$ cat src/core/analog_seq_pkg.sv
// Constants, types and register map for the analog sample sequencer.
// What this block does
// - Auto mode converts enabled analog channels in turn, channel zero first, upward.
// - A finished conversion is stored in that channel's own result registers.
// - Auto interval is oscillator period times 1024 times the prescale ratio.
// - Control zero bits 6-4 pick ratio 1, 8, 32, 128, 512, 1024, 2048, 4096.
// - Interval timer runs only while an analog pin has change transmit enabled.
// - Prescaler counter is cleared by any device reset.
// - On-request channels convert only after a read-all or read-register request.
// - While powered on, a read-all request converts every analog pin before the reply is released.
// - While powered on, reading an analog channel's upper result byte converts it then and returns that byte.
// - Lower byte read returns bits latched at the last upper or read-all request, no new conversion.
// - After auto conversion, below or above threshold per polarity sends change message.
// - Low four bits of the change transmit enable register gate each channel's detection.
// - Several channels hitting together give one message carrying all channels.
// - Results readable through upper and lower result registers and read-all reply.
// - Upper result holds bits 9-2; lower holds bits 1-0 in 7-6, rest zero.
// - Threshold split likewise: upper holds bits 9-2, lower holds bits 1-0 in 7-6.
// - Control zero bit 7 switches the converter on; zero shuts it off.
// - Control one bits 7-6 select conversion clock divide 2, 8, 32; 11 reserved.
// - Control one bits 5-4 select the reference pair.
// - Control one bits 3-0 make each pin digital when one, analog when zero.
package analog_seq_pkg;

    // ----------------------------------------------------------------
    // Register addresses
    // ----------------------------------------------------------------
    localparam logic [7:0] ADDR_CHANGE_TRANSMIT_ENABLE = 8'h00;
    localparam logic [7:0] ADDR_POWER_RATE_CONTROL = 8'h0e;
    localparam logic [7:0] ADDR_CLOCK_REF_PIN_CONFIG = 8'h0f;
    // Threshold pairs run downward: channel 3 upper at 2Ch, channel 0 lower at 33h.
    localparam logic [7:0] ADDR_THRESHOLD_BASE = 8'h2c;
    localparam logic [7:0] ADDR_THRESHOLD_LAST = 8'h33;
    // Result pairs: channel n upper at base + 2n, lower at base + 2n + 1.
    localparam logic [7:0] ADDR_RESULT_BASE = 8'h50;
    localparam logic [7:0] ADDR_RESULT_LAST = 8'h57;

    // ----------------------------------------------------------------
    // Field positions
    // ----------------------------------------------------------------
    localparam int POWER_ON_BIT = 7;
    localparam int PRESCALE_MSB = 6;
    localparam int PRESCALE_LSB = 4;
    localparam int CLOCK_SELECT_MSB = 7;
    localparam int CLOCK_SELECT_LSB = 6;
    localparam int REFERENCE_MSB = 5;
    localparam int REFERENCE_LSB = 4;
    localparam int PIN_CONFIG_MSB = 3;
    localparam int PIN_CONFIG_LSB = 0;
    localparam int POLARITY_BIT = 0;
    localparam logic [7:0] POWER_RATE_WRITE_MASK = 8'hf0;

    // ----------------------------------------------------------------
    // Reset values and timing
    // ----------------------------------------------------------------
    localparam logic [7:0] RESET_CONTROL = 8'h00;
    localparam int AUTO_BASE_COUNT = 1024;
    localparam int PRESCALE_WIDTH = 22;

    typedef enum logic [1:0] {
        ST_IDLE = 2'b00,
        ST_START = 2'b01,
        ST_WAIT = 2'b10
    } seq_state_t;

    typedef enum logic [1:0] {
        KIND_NONE = 2'b00,
        KIND_AUTO = 2'b01,
        KIND_ALL = 2'b10,
        KIND_SINGLE = 2'b11
    } seq_kind_t;

endpackage : analog_seq_pkg

$ cat src/core/analog_sample_sequencer.sv
// Sequencer, timer, register file and threshold check for the four-channel converter.
`timescale 1ns/10ps
`default_nettype none
module analog_sample_sequencer #(
    parameter int AUTO_BASE_CYCLES = analog_seq_pkg::AUTO_BASE_COUNT
) (
    // Clock and reset
    input wire logic clk,
    input wire logic reset,
    // Register access from the message engine
    input wire logic [7:0] regAddr,
    input wire logic regWrEn,
    input wire logic [7:0] regWrData,
    input wire logic regRdEn,
    output logic [7:0] regRdData,
    output logic regRdValid,
    // Read-all request and its completion
    input wire logic readAllReq,
    output logic readAllDone,
    // Scheduled auto conversion enable
    input wire logic autoModeEnable,
    // Change message request
    output logic changeMsgReq,
    // Converter core
    output logic converterPowerOn,
    output logic [1:0] conversionClockSelect,
    output logic [1:0] referenceSelect,
    output logic [3:0] pinAnalogSelect,
    output logic convStart,
    output logic [1:0] convChannel,
    input wire logic convDone,
    input wire logic [9:0] convResult
);

    typedef struct packed {
        analog_seq_pkg::seq_state_t state;
        analog_seq_pkg::seq_kind_t kind;
        logic [3:0] mask;
        logic [3:0] seqSet;
        logic [1:0] chan;
        logic [7:0] ctrl0;
        logic [7:0] ctrl1;
        logic [7:0] txcEn;
        logic [3:0][7:0] thrHi;
        logic [3:0][1:0] thrLo;
        logic [3:0] pol;
        logic [3:0][9:0] result;
        logic [3:0][1:0] lowLatch;
        logic [analog_seq_pkg::PRESCALE_WIDTH-1:0] prescale;
        logic autoPending;
        logic allPending;
        logic singlePending;
        logic [1:0] singleChan;
        logic [7:0] rdData;
        logic rdValid;
        logic start;
        logic allDone;
        logic changeReq;
    } core_state_t;

    core_state_t s;
    core_state_t next_s;

    // ----------------------------------------------------------------
    // Helpers
    // ----------------------------------------------------------------
    function automatic logic [1:0] lowestSet(input logic [3:0] m);
        return m[0] ? 2'd0 : (m[1] ? 2'd1 : (m[2] ? 2'd2 : 2'd3));
    endfunction : lowestSet

    function automatic logic [3:0] prescaleShift(input logic [2:0] code);
        logic [3:0] sh;
        case (code)
            3'h0: sh = 4'h0;
            3'h1: sh = 4'h3;
            3'h2: sh = 4'h5;
            3'h3: sh = 4'h7;
            3'h4: sh = 4'h9;
            3'h5: sh = 4'ha;
            3'h6: sh = 4'hb;
            default: sh = 4'hc;
        endcase
        return sh;
    endfunction : prescaleShift

    // True when a channel's result crosses its threshold in the chosen direction.
    function automatic logic crossed(input logic [9:0] r, input logic [9:0] t, input logic above);
        return above ? (r > t) : (r < t);
    endfunction : crossed

    logic powerOn;
    logic [3:0] analogMask;
    logic timerRun;
    logic [analog_seq_pkg::PRESCALE_WIDTH-1:0] intervalLimit;
    logic [1:0] regChan;
    logic [1:0] thrChan;

    assign powerOn = s.ctrl0[analog_seq_pkg::POWER_ON_BIT];
    assign analogMask = ~s.ctrl1[analog_seq_pkg::PIN_CONFIG_MSB:analog_seq_pkg::PIN_CONFIG_LSB];
    assign timerRun = powerOn && autoModeEnable && (|(analogMask & s.txcEn[3:0]));
    assign intervalLimit = analog_seq_pkg::PRESCALE_WIDTH'((AUTO_BASE_CYCLES
        << prescaleShift(s.ctrl0[analog_seq_pkg::PRESCALE_MSB:analog_seq_pkg::PRESCALE_LSB])) - 1);
    assign regChan = 2'((regAddr - analog_seq_pkg::ADDR_RESULT_BASE) >> 1);
    // Threshold pairs are laid out from channel 3 down to channel 0.
    assign thrChan = 2'd3 - 2'((regAddr - analog_seq_pkg::ADDR_THRESHOLD_BASE) >> 1);

    // ----------------------------------------------------------------
    // Next state
    // ----------------------------------------------------------------
    always_comb
    begin
        logic [3:0] remaining;
        logic hit;
        logic tick;
        remaining = 4'h0;
        hit = 1'b0;
        tick = 1'b0;
        next_s = s;
        next_s.rdValid = 1'b0;
        next_s.start = 1'b0;
        next_s.allDone = 1'b0;
        next_s.changeReq = 1'b0;

        // Interval timer; held at zero while idle so each run starts a full period.
        if (!timerRun)
            next_s.prescale = '0;
        else if (s.prescale >= intervalLimit)
        begin
            next_s.prescale = '0;
            next_s.autoPending = 1'b1;
            tick = 1'b1;
        end
        else
            next_s.prescale = s.prescale + 1'b1;

        if (readAllReq)
        begin
            next_s.allPending = 1'b1;
        end

        // Register writes.
        if (regWrEn)
        begin
            if (regAddr == analog_seq_pkg::ADDR_POWER_RATE_CONTROL)
                next_s.ctrl0 = regWrData & analog_seq_pkg::POWER_RATE_WRITE_MASK;
            else if (regAddr == analog_seq_pkg::ADDR_CLOCK_REF_PIN_CONFIG)
                next_s.ctrl1 = regWrData;
            else if (regAddr == analog_seq_pkg::ADDR_CHANGE_TRANSMIT_ENABLE)
                next_s.txcEn = regWrData;
            else if (regAddr >= analog_seq_pkg::ADDR_THRESHOLD_BASE && regAddr <= analog_seq_pkg::ADDR_THRESHOLD_LAST)
            begin
                if (!regAddr[0])
                begin
                    next_s.thrHi[thrChan] = regWrData;
                end
                else
                begin
                    next_s.thrLo[thrChan] = regWrData[7:6];
                    next_s.pol[thrChan] = regWrData[analog_seq_pkg::POLARITY_BIT];
                end
            end
        end

        // Register reads; an upper result read may start a conversion instead.
        if (regRdEn)
        begin
            next_s.rdValid = 1'b1;
            next_s.rdData = 8'h00;
            if (regAddr == analog_seq_pkg::ADDR_POWER_RATE_CONTROL)
                next_s.rdData = s.ctrl0;
            else if (regAddr == analog_seq_pkg::ADDR_CLOCK_REF_PIN_CONFIG)
                next_s.rdData = s.ctrl1;
            else if (regAddr == analog_seq_pkg::ADDR_CHANGE_TRANSMIT_ENABLE)
                next_s.rdData = s.txcEn;
            else if (regAddr >= analog_seq_pkg::ADDR_THRESHOLD_BASE && regAddr <= analog_seq_pkg::ADDR_THRESHOLD_LAST)
            begin
                next_s.rdData = regAddr[0] ? {s.thrLo[thrChan], 5'h00, s.pol[thrChan]} : s.thrHi[thrChan];
            end
            else if (regAddr >= analog_seq_pkg::ADDR_RESULT_BASE && regAddr <= analog_seq_pkg::ADDR_RESULT_LAST)
            begin
                if (regAddr[0])
                begin
                    next_s.rdData = {s.lowLatch[regChan], 6'h00};
                end
                else if (powerOn && analogMask[regChan])
                begin
                    next_s.rdValid = 1'b0;
                    next_s.singlePending = 1'b1;
                    next_s.singleChan = regChan;
                end
                else
                begin
                    next_s.rdData = s.result[regChan][9:2];
                    next_s.lowLatch[regChan] = s.result[regChan][1:0];
                end
            end
        end

        // Sequencer.
        case (s.state)
            analog_seq_pkg::ST_IDLE:
            begin
                if (powerOn && s.singlePending)
                begin
                    next_s.singlePending = 1'b0;
                    next_s.kind = analog_seq_pkg::KIND_SINGLE;
                    next_s.mask = 4'h1 << s.singleChan;
                    next_s.state = analog_seq_pkg::ST_START;
                end
                else if (powerOn && s.allPending)
                begin
                    next_s.allPending = readAllReq;
                    if (analogMask == 4'h0)
                    begin
                        next_s.allDone = 1'b1;
                    end
                    else
                    begin
                        next_s.kind = analog_seq_pkg::KIND_ALL;
                        next_s.mask = analogMask;
                        next_s.state = analog_seq_pkg::ST_START;
                    end
                end
                else if (powerOn && s.autoPending)
                begin
                    next_s.autoPending = tick;
                    if ((analogMask & s.txcEn[3:0]) != 4'h0)
                    begin
                        next_s.kind = analog_seq_pkg::KIND_AUTO;
                        next_s.mask = analogMask & s.txcEn[3:0];
                        next_s.seqSet = analogMask & s.txcEn[3:0];
                        next_s.state = analog_seq_pkg::ST_START;
                    end
                end
            end
            analog_seq_pkg::ST_START:
            begin
                next_s.chan = lowestSet(s.mask);
                next_s.start = 1'b1;
                next_s.state = analog_seq_pkg::ST_WAIT;
            end
            analog_seq_pkg::ST_WAIT:
            begin
                if (convDone)
                begin
                    remaining = s.mask & ~(4'h1 << s.chan);
                    next_s.mask = remaining;
                    next_s.result[s.chan] = convResult;
                    if (s.kind != analog_seq_pkg::KIND_AUTO)
                    begin
                        next_s.lowLatch[s.chan] = convResult[1:0];
                    end
                    if (s.kind == analog_seq_pkg::KIND_SINGLE)
                    begin
                        next_s.rdData = convResult[9:2];
                        next_s.rdValid = 1'b1;
                    end
                    if (remaining != 4'h0)
                    begin
                        next_s.state = analog_seq_pkg::ST_START;
                    end
                    else
                    begin
                        next_s.state = analog_seq_pkg::ST_IDLE;
                        next_s.kind = analog_seq_pkg::KIND_NONE;
                        next_s.allDone = (s.kind == analog_seq_pkg::KIND_ALL);
                        if (s.kind == analog_seq_pkg::KIND_AUTO)
                        begin
                            for (int c = 0; c < 4; c++)
                            begin
                                if (s.seqSet[c] && crossed(next_s.result[c], {s.thrHi[c], s.thrLo[c]}, s.pol[c]))
                                begin
                                    hit = 1'b1;
                                end
                            end
                            next_s.changeReq = hit;
                        end
                    end
                end
            end
            default:
            begin
                next_s.state = analog_seq_pkg::ST_IDLE;
            end
        endcase

        // Switching off (the value being written counts) abandons the sequence; waiting requesters get stored values.
        if (!next_s.ctrl0[analog_seq_pkg::POWER_ON_BIT])
        begin
            if (!next_s.rdValid && (next_s.singlePending || next_s.kind == analog_seq_pkg::KIND_SINGLE))
            begin
                next_s.rdData = s.result[next_s.singleChan][9:2];
                next_s.rdValid = 1'b1;
            end
            if (next_s.allPending || next_s.kind == analog_seq_pkg::KIND_ALL)
            begin
                next_s.allDone = 1'b1;
            end
            next_s.singlePending = 1'b0;
            next_s.allPending = 1'b0;
            next_s.autoPending = 1'b0;
            next_s.state = analog_seq_pkg::ST_IDLE;
            next_s.kind = analog_seq_pkg::KIND_NONE;
            next_s.mask = 4'h0;
            next_s.start = 1'b0;
        end
    end

    // ----------------------------------------------------------------
    // State register
    // ----------------------------------------------------------------
    always_ff @(posedge clk)
    begin
        if (reset)
            s <= '0;
        else
            s <= next_s;
    end

    assign regRdData = s.rdData;
    assign regRdValid = s.rdValid;
    assign readAllDone = s.allDone;
    assign changeMsgReq = s.changeReq;
    assign converterPowerOn = powerOn;
    assign conversionClockSelect = s.ctrl1[analog_seq_pkg::CLOCK_SELECT_MSB:analog_seq_pkg::CLOCK_SELECT_LSB];
    assign referenceSelect = s.ctrl1[analog_seq_pkg::REFERENCE_MSB:analog_seq_pkg::REFERENCE_LSB];
    assign pinAnalogSelect = s.ctrl1[analog_seq_pkg::PIN_CONFIG_MSB:analog_seq_pkg::PIN_CONFIG_LSB];
    assign convStart = s.start;
    assign convChannel = s.chan;

    // ----------------------------------------------------------------
    // Assertions
    // ----------------------------------------------------------------
    a_start_powered: assert property (@(posedge clk) disable iff (reset)
        convStart |-> converterPowerOn) else $error("conversion started while off");
    a_start_analog: assert property (@(posedge clk) disable iff (reset)
        convStart |-> !pinAnalogSelect[convChannel]) else $error("digital pin converted");
    a_start_cause: assert property (@(posedge clk) disable iff (reset)
        convStart |-> s.kind != analog_seq_pkg::KIND_NONE) else $error("unrequested conversion");
    a_channel_order: assert property (@(posedge clk) disable iff (reset)
        convStart |-> (s.mask & ((4'h1 << convChannel) - 4'h1)) == 4'h0) else $error("channel out of order");
    a_result_store: assert property (@(posedge clk) disable iff (reset)
        s.state == analog_seq_pkg::ST_WAIT && convDone && converterPowerOn
        |=> s.result[$past(convChannel)] == $past(convResult)) else $error("result not stored");
    a_timer_idle: assert property (@(posedge clk) disable iff (reset)
        !timerRun |=> s.prescale == '0) else $error("timer ran while disabled");
    a_reset_clear: assert property (@(posedge clk)
        reset |=> s.prescale == '0 && !convStart) else $error("prescaler not cleared");
    a_read_all_order: assert property (@(posedge clk) disable iff (reset)
        readAllDone && converterPowerOn |-> s.mask == 4'h0) else $error("reply before conversions");
    a_change_single: assert property (@(posedge clk) disable iff (reset)
        changeMsgReq |=> !changeMsgReq) else $error("change message repeated");
    a_upper_answer: assert property (@(posedge clk) disable iff (reset)
        s.state == analog_seq_pkg::ST_WAIT && convDone && s.kind == analog_seq_pkg::KIND_SINGLE && converterPowerOn
        |=> regRdValid && regRdData == $past(convResult[9:2])) else $error("upper byte answer wrong");

endmodule : analog_sample_sequencer
`default_nettype wire

$ cat config.mk
export PLATFORM = sky130hd
export DESIGN_NAME = analog_sample_sequencer
export DESIGN_NICKNAME = d
export VERILOG_FILES = /design/src/core/analog_seq_pkg.sv /design/src/core/analog_sample_sequencer.sv
export SDC_FILE = /design/constraint.sdc
export NUM_CORES = 1
export LEC_CHECK = 0
export ABC_AREA = 1
export BUFFER_PORTS_ARGS = -buffer_cell sky130_fd_sc_hd__buf_2
export CORE_AREA = 5 5 170 213
export CTS_CLUSTER_SIZE = 10
export DETAILED_ROUTE_END_ITERATION = 10
export DIE_AREA = 0 0 175 218
export PLACE_DENSITY_LB_ADDON = 0.1
export SYNTH_ARGS = -nofsm -noshare
export SYNTH_HDL_FRONTEND = slang
export SYNTH_SLANG_ARGS = --single-unit
$ cat constraint.sdc
create_clock -name clk -period 3.1 [get_ports clk]
set_input_delay 0.62 -clock clk [delete_from_list [all_inputs] [get_ports clk]]
set_output_delay 0.62 -clock clk [all_outputs]
set_load 0.05 [all_outputs]
=== Word level (Yosys, flattened, before mapping) ===
Cells that the tools add are included.

* Register bits after elaboration: 165
* Input bits: 33
* Word-level logic and storage cells: 259

* $add $sub $neg: 5
* $lt $le $gt $ge: 20
* Equal/unequal tests: 20
* Shift-type cells: 3
* Multiplexer cells: 121
* Bitwise logic cells: 15
* Reduce and logical (&&, ||, !) cells: 39

{| class="wikitable"
|+ Operator list
! operator !! count
|-
| two-way mux 8 bit || 27
|-
| two-way mux 44 bit || 2
|-
| two-way mux 68 bit || 1
|-
| two-way mux 12 bit || 5
|-
| two-way mux 60 bit || 1
|-
| two-way mux 52 bit || 1
|-
| binary-select mux 10 bit (select 2 bit) || 2
|-
| bitwise mux 40 bit || 1
|-
| > comparator 10 bit || 4
|-
| < comparator 10 bit || 4
|-
| two-way mux 9 bit || 4
|-
| two-way mux 1 bit || 34
|-
| bitwise mux 32 bit || 1
|-
| two-way mux 32 bit || 1
|-
| two-way mux 10 bit || 3
|-
| one-hot mux 4 bit (7 select lines) || 1
|-
| bitwise mux 8 bit || 3
|-
| adder 22 x 1 -> 22 bit, second input constant || 1
|-
| greater-or-equal comparator 22 bit || 1
|-
| two-way mux 2 bit || 11
|-
| << shifter 11 x 4 -> 22 bit, first input constant || 1
|-
| subtractor 22 x 2 -> 22 bit, second input constant || 1
|-
| two-way mux 3 bit || 7
|-
| demux 10 bit (select 2 bit) || 1
|-
| 51 further kinds || 105
|}

=== Longest topological paths before layout ===
* Depth after elaboration: 19
* Depth in mapped cells: 18
* Depth with buffers taken out: 17

=== Worst setup path after synthesis ===
Ideal clock, no wire load.

* Path type: flip-flop to flip-flop
* Start: register s[153] (netlist bit)
* End: register s[19] (netlist bit)
* Setup time: 0.127 ns
* Arrival: 2.173 ns
* Path slack: 0.800 ns
* Cell stages (with the launch flop): 11
* Path buffers: 2
* Clock period less this slack: 2.300 ns
* Cell sequence: dfxtp_1 clkbuf_1 nor2_1 inv_1 ha_1 ha_1 nand4_1 o41ai_1 nand3b_1 clkbuf_1 nor2_1

* Word-level cells in the longest chain between the ends: 6
* Elaborated cells between the ends (all ways): 12

{| class="wikitable"
|+ Ends and longest elaborated chain
! item !! RTL line !! text
|-
| start: declaration || analog_sample_sequencer.sv:61 || <nowiki>core_state_t s;</nowiki>
|-
| start signal: assignment || analog_sample_sequencer.sv:317 || <nowiki>s <= next_s;</nowiki>
|-
| equality test 3 bit, or another cell as far along || analog_sample_sequencer.sv:73 || <nowiki>case (code)</nowiki>
|-
| one-hot mux 4 bit (7 select lines) (*) || analog_sample_sequencer.sv:73 ||
|-
| << shifter 11 x 4 -> 22 bit (*) || analog_sample_sequencer.sv:101 || <nowiki>assign intervalLimit = analog_seq_pkg::PRESCALE_WIDTH'((AUTO_BASE_CYCLES</nowiki>
|-
| subtractor 22 x 2 -> 22 bit (*) || analog_sample_sequencer.sv:102 || <nowiki><< prescaleShift(s.ctrl0[analog_seq_pkg::PRESCALE_MSB:analog_seq_pkg::PRESCALE_LSB])) - 1);</nowiki>
|-
| greater-or-equal comparator 22 bit (*) || analog_sample_sequencer.sv:127 || <nowiki>else if (s.prescale >= intervalLimit)</nowiki>
|-
| OR reduction 3 bit (no line) (*) || n/a ||
|}

Every way passes the cells marked *; elsewhere a longest branch is shown, timed or not.
A chain may end at the register's enable or synchronous reset.

=== Final worst setup path ===
* Start: register s[153] (netlist bit)
* End: register s[31] (netlist bit)

The elaborated chain is that of the path after synthesis.

==> summary by stage <==
Synthesis
The portion of synthesized cell area occupied by the leading cell type is 0.329. In the synthesized netlist the dominant register cell turns out to be dfxtp_1. Synthesis handed over a netlist of 1502 instances.

The average instance in the mapped netlist occupies 6.68 um2. The portion of the post-synthesis area used by sequential elements is 0.329. The post-synth design cell area is 10000 um2. The number of synthesized register bits is 165.

The yosys synthesis warning count is 0. Counting distinct cell types in the post-synthesis netlist gives 51. The library cell occupying the most area in the post-synthesis netlist is dfxtp_1.

In the post-synthesis netlist, the biggest area contributors are dfxtp_1 (33%), nand2_1 (12%), a21oi_1 (9.2%). Ranked by instance count, the synthesized netlist is headed by nand2_1 (316), a21oi_1 (184), inv_1 (181). The post-synth net total is 1589.

For this run, asynchronously set or reset flops after synthesis account for 0. The most frequent cell after synthesis is nand2_1. The number of enable flip-flop cells after synthesis is 0.

Routing
The post-detailed-route DRC marker count is 0. In this run, the number of DRC markers left after iteration 0 of detailed routing was 738. After detailed routing, the average wire length per cell comes to 19.7 um. The post-detailed-route via-to-cell ratio is 4.94.

The overall routed net length is 39000 um. The first detailed-routing pass ran for 5 iterations. The routed via count is 9799.

The number of nets with antenna violations after detailed routing is 0.

Timing
The setup TNS is 0 ns. The worst slew margin relative to its limit is 0.572. The final hold violation count is 0. On the final layout, the worst clock skew is 0.0104 ns. The minimum clock period after layout is 2.56 ns.

The total setup violations reported at the end of the flow is 0. At the pin with the least slew margin, the transition time is 0.641 ns. Setup repair after global routing left no endpoint under its margin.

The final worst-path cycle share is 0.826. The number of pins exceeding their max-slew limit in the final report is 0. For this run, the top clock speed supported by timing is 0.391 GHz. The final worst setup slack is 0.540 ns.

Global route
The total routing usage reported by global routing is 0.205. Entering global routing, the biggest net connects 59 pins. The number of global-route vias before repair is 9511.

The number of antenna violations at the first check in global routing is 0. The first global-routing pass estimated 58300 um of wire. The remaining global-route overflow is 0.

Clock tree
After clock tree synthesis, the flow added hold-fix buffers numbering 0. The CTS tree is done. The post-CTS setup buffer count is 0. The post-cts repair resize count is 0. Counting along the longest clock path gives a buffer depth of 2. The clock insertion delay at the later pin of the skew report is 0.46 ns.

Clock-pin slew was measured on the worst setup and hold paths at 0.07 ns. The number of clock sinks is 165. The maximum level of the CTS H-tree is 4. The cell sitting at the root of the clock tree is a clkbuf_16.

The CTS buffer count is 17.

Critical path
The worst-path maximum fanout is 22. The classification of the worst setup path is reg -> reg. STA classifies the critical path endpoint as a flop. The data arrival time of the critical path is 2.91 ns. The startpoint kind of the worst setup timing path is a flop. The data required time of the worst path is 3.45 ns.

Layout
After the last flow step, the layout net total stands at 1628. The area growth from synthesis to layout is 12.7%. The footprint of the flip-flops and latches is 3300 um2. Counting the fill cells in the layout gives 3763.

In the final layout, the share of cells above drive strength 1 is 0.108. Measured on the finished design, the core utilization comes to 0.332. The number of antenna diodes in the final layout is 0.

Summing all multi-input logic gate instances after layout gives 5630 um2.

Floorplanning
56 I/O pins were placed. In this run the vertical extent of the chip is 218 um. The initial utilization of the core area, before any placement, comes to 0.295. The floorplan step defined a die boundary enclosing 38200 um2. The area of the placeable core is 34000 um2.

The number of placement rows is 76. From left edge to right edge, the die measures 175 um.

Power
IR analysis of the VDD net gives a maximum drop of 0.000399 V. For this design the ratio of total power to cell area is 404 nW/um2. For this design the static power due to leakage is 4.73 nW.

Placed design
The routability congestion estimate from global placement is 0.949. Buffers placed on the I/O ports in this run total 55. Detailed placement finished with a half-perimeter wire length of 30300 um. Prior to clock tree synthesis, the placed netlist has a worst setup slack of 0.290 ns.

Worst hold path
The class of the worst hold path is in -> reg.

Outcome
The flow ran to the end, and the final reports show no timing, DRC or antenna violations.

Job
Max-cap violations in this run came to 0.
## final cells by class
| cell class | instances | share of cell area |
|---|---|---|
| Clock inverter | 14 | 0.0125 |
| Timing Repair Buffer | 95 | 0.0509 |
| Inverter | 185 | 0.0614 |
| Tap cell | 429 | 0.0475 |
| Clock buffer | 18 | 0.0379 |
| Multi-Input combinational cell | 1077 | 0.498 |
| Sequential cell | 165 | 0.292 |
## power breakdown
group | internal [mW] | total, mW | leakage [nW] | switching, mW
Combinational | 0.0827 | 0.311 | 3.13 | 0.229
Clock | 1.13 | 2.13 | 0.272 | 1.00
Sequential | 2.12 | 2.13 | 1.33 | 0.00359
Total | 3.33 | 4.57 | 4.73 | 1.24
## stage by stage
stage	hold slack, ns	total power [mW]	instance area [um2]	cells
final	0.408	4.57	11300	1983
after global routing	0.420	4.74	11300	1983
after CTS	0.379	4.64	11300	1983
after detailed placement	0.437	2.49	10700	1951
after global placement	0.426	2.49	10700	1951
after floorplan	0.418	2.36	10000	1502
## layout by cell type (no fill, tap or decap), types with 4 or more instances in the layout
cell type,Yosys,layout
nand2_1,316,316
a21oi_1,184,184
inv_1,181,180
dfxtp_1,165,165
o21ai_0,160,160
nor2_1,144,144
nand3_1,61,61
buf_2,14,55
ha_1,54,54
buf_4,22,40
nand4_1,23,23
clkbuf_16,0,17
o22ai_1,16,16
nor2_2,13,13
xor2_1,13,13
o211ai_1,12,12
a211oi_1,10,10
o21ai_1,9,9
xnor2_1,7,7
nand2_2,5,5
nor3_1,5,5
inv_6,0,5
inv_2,3,4
nor3_2,4,4
## metal layers
layer | share of wire | wire length, um | track usage | vias up
met5 | 0 | 0 | 0 | -
met4 | 0.034 | 1340 | 0.0906 | 0
met3 | 0.038 | 1500 | 0.0262 | 63
met2 | 0.49 | 19100 | 0.353 | 243
met1 | 0.44 | 17000 | 0.256 | 4462
li1 | - | - | - | 5031
## final timing paths
kind                             from          endpoint  slack [ns]  cells past startpoint
hold / removal             readAllReq  s[15]$_SDFF_PP0_        0.41                      3
hold reg to reg      s[17]$_SDFF_PP0_  s[17]$_SDFF_PP0_        0.45                      1
setup reg to reg  s[153]$_SDFFE_PP0P_  s[31]$_SDFF_PP0_        0.54                     12
setup / recovery  s[153]$_SDFFE_PP0P_  s[31]$_SDFF_PP0_        0.54                     12
## critical path, cell delays in order (launching register included)
cell and delay (ns):
dfxtp_1 0.53, nor2_1 0.14, inv_1 0.07, ha_1 0.17, nand2_1 0.07, ha_1 0.26, nand2_1 0.06, inv_1 0.05
nand4_1 0.12, o41ai_1 0.45, nand3b_1 0.18, buf_4 0.27, nor2_1 0.07
## kinds of logic after synthesis
logic type / share of synthesized area
flip-flops: 0.329
other: 0.000374
adder cells (fa/ha/maj): 0.0673
buffers and inverters: 0.110
XOR/XNOR: 0.0175
AO/OA/AOI/OAI: 0.220
multiplexers: 0.00112
AND/OR/NAND/NOR: 0.255
Note: power is estimated with default switching activity, not from simulation.
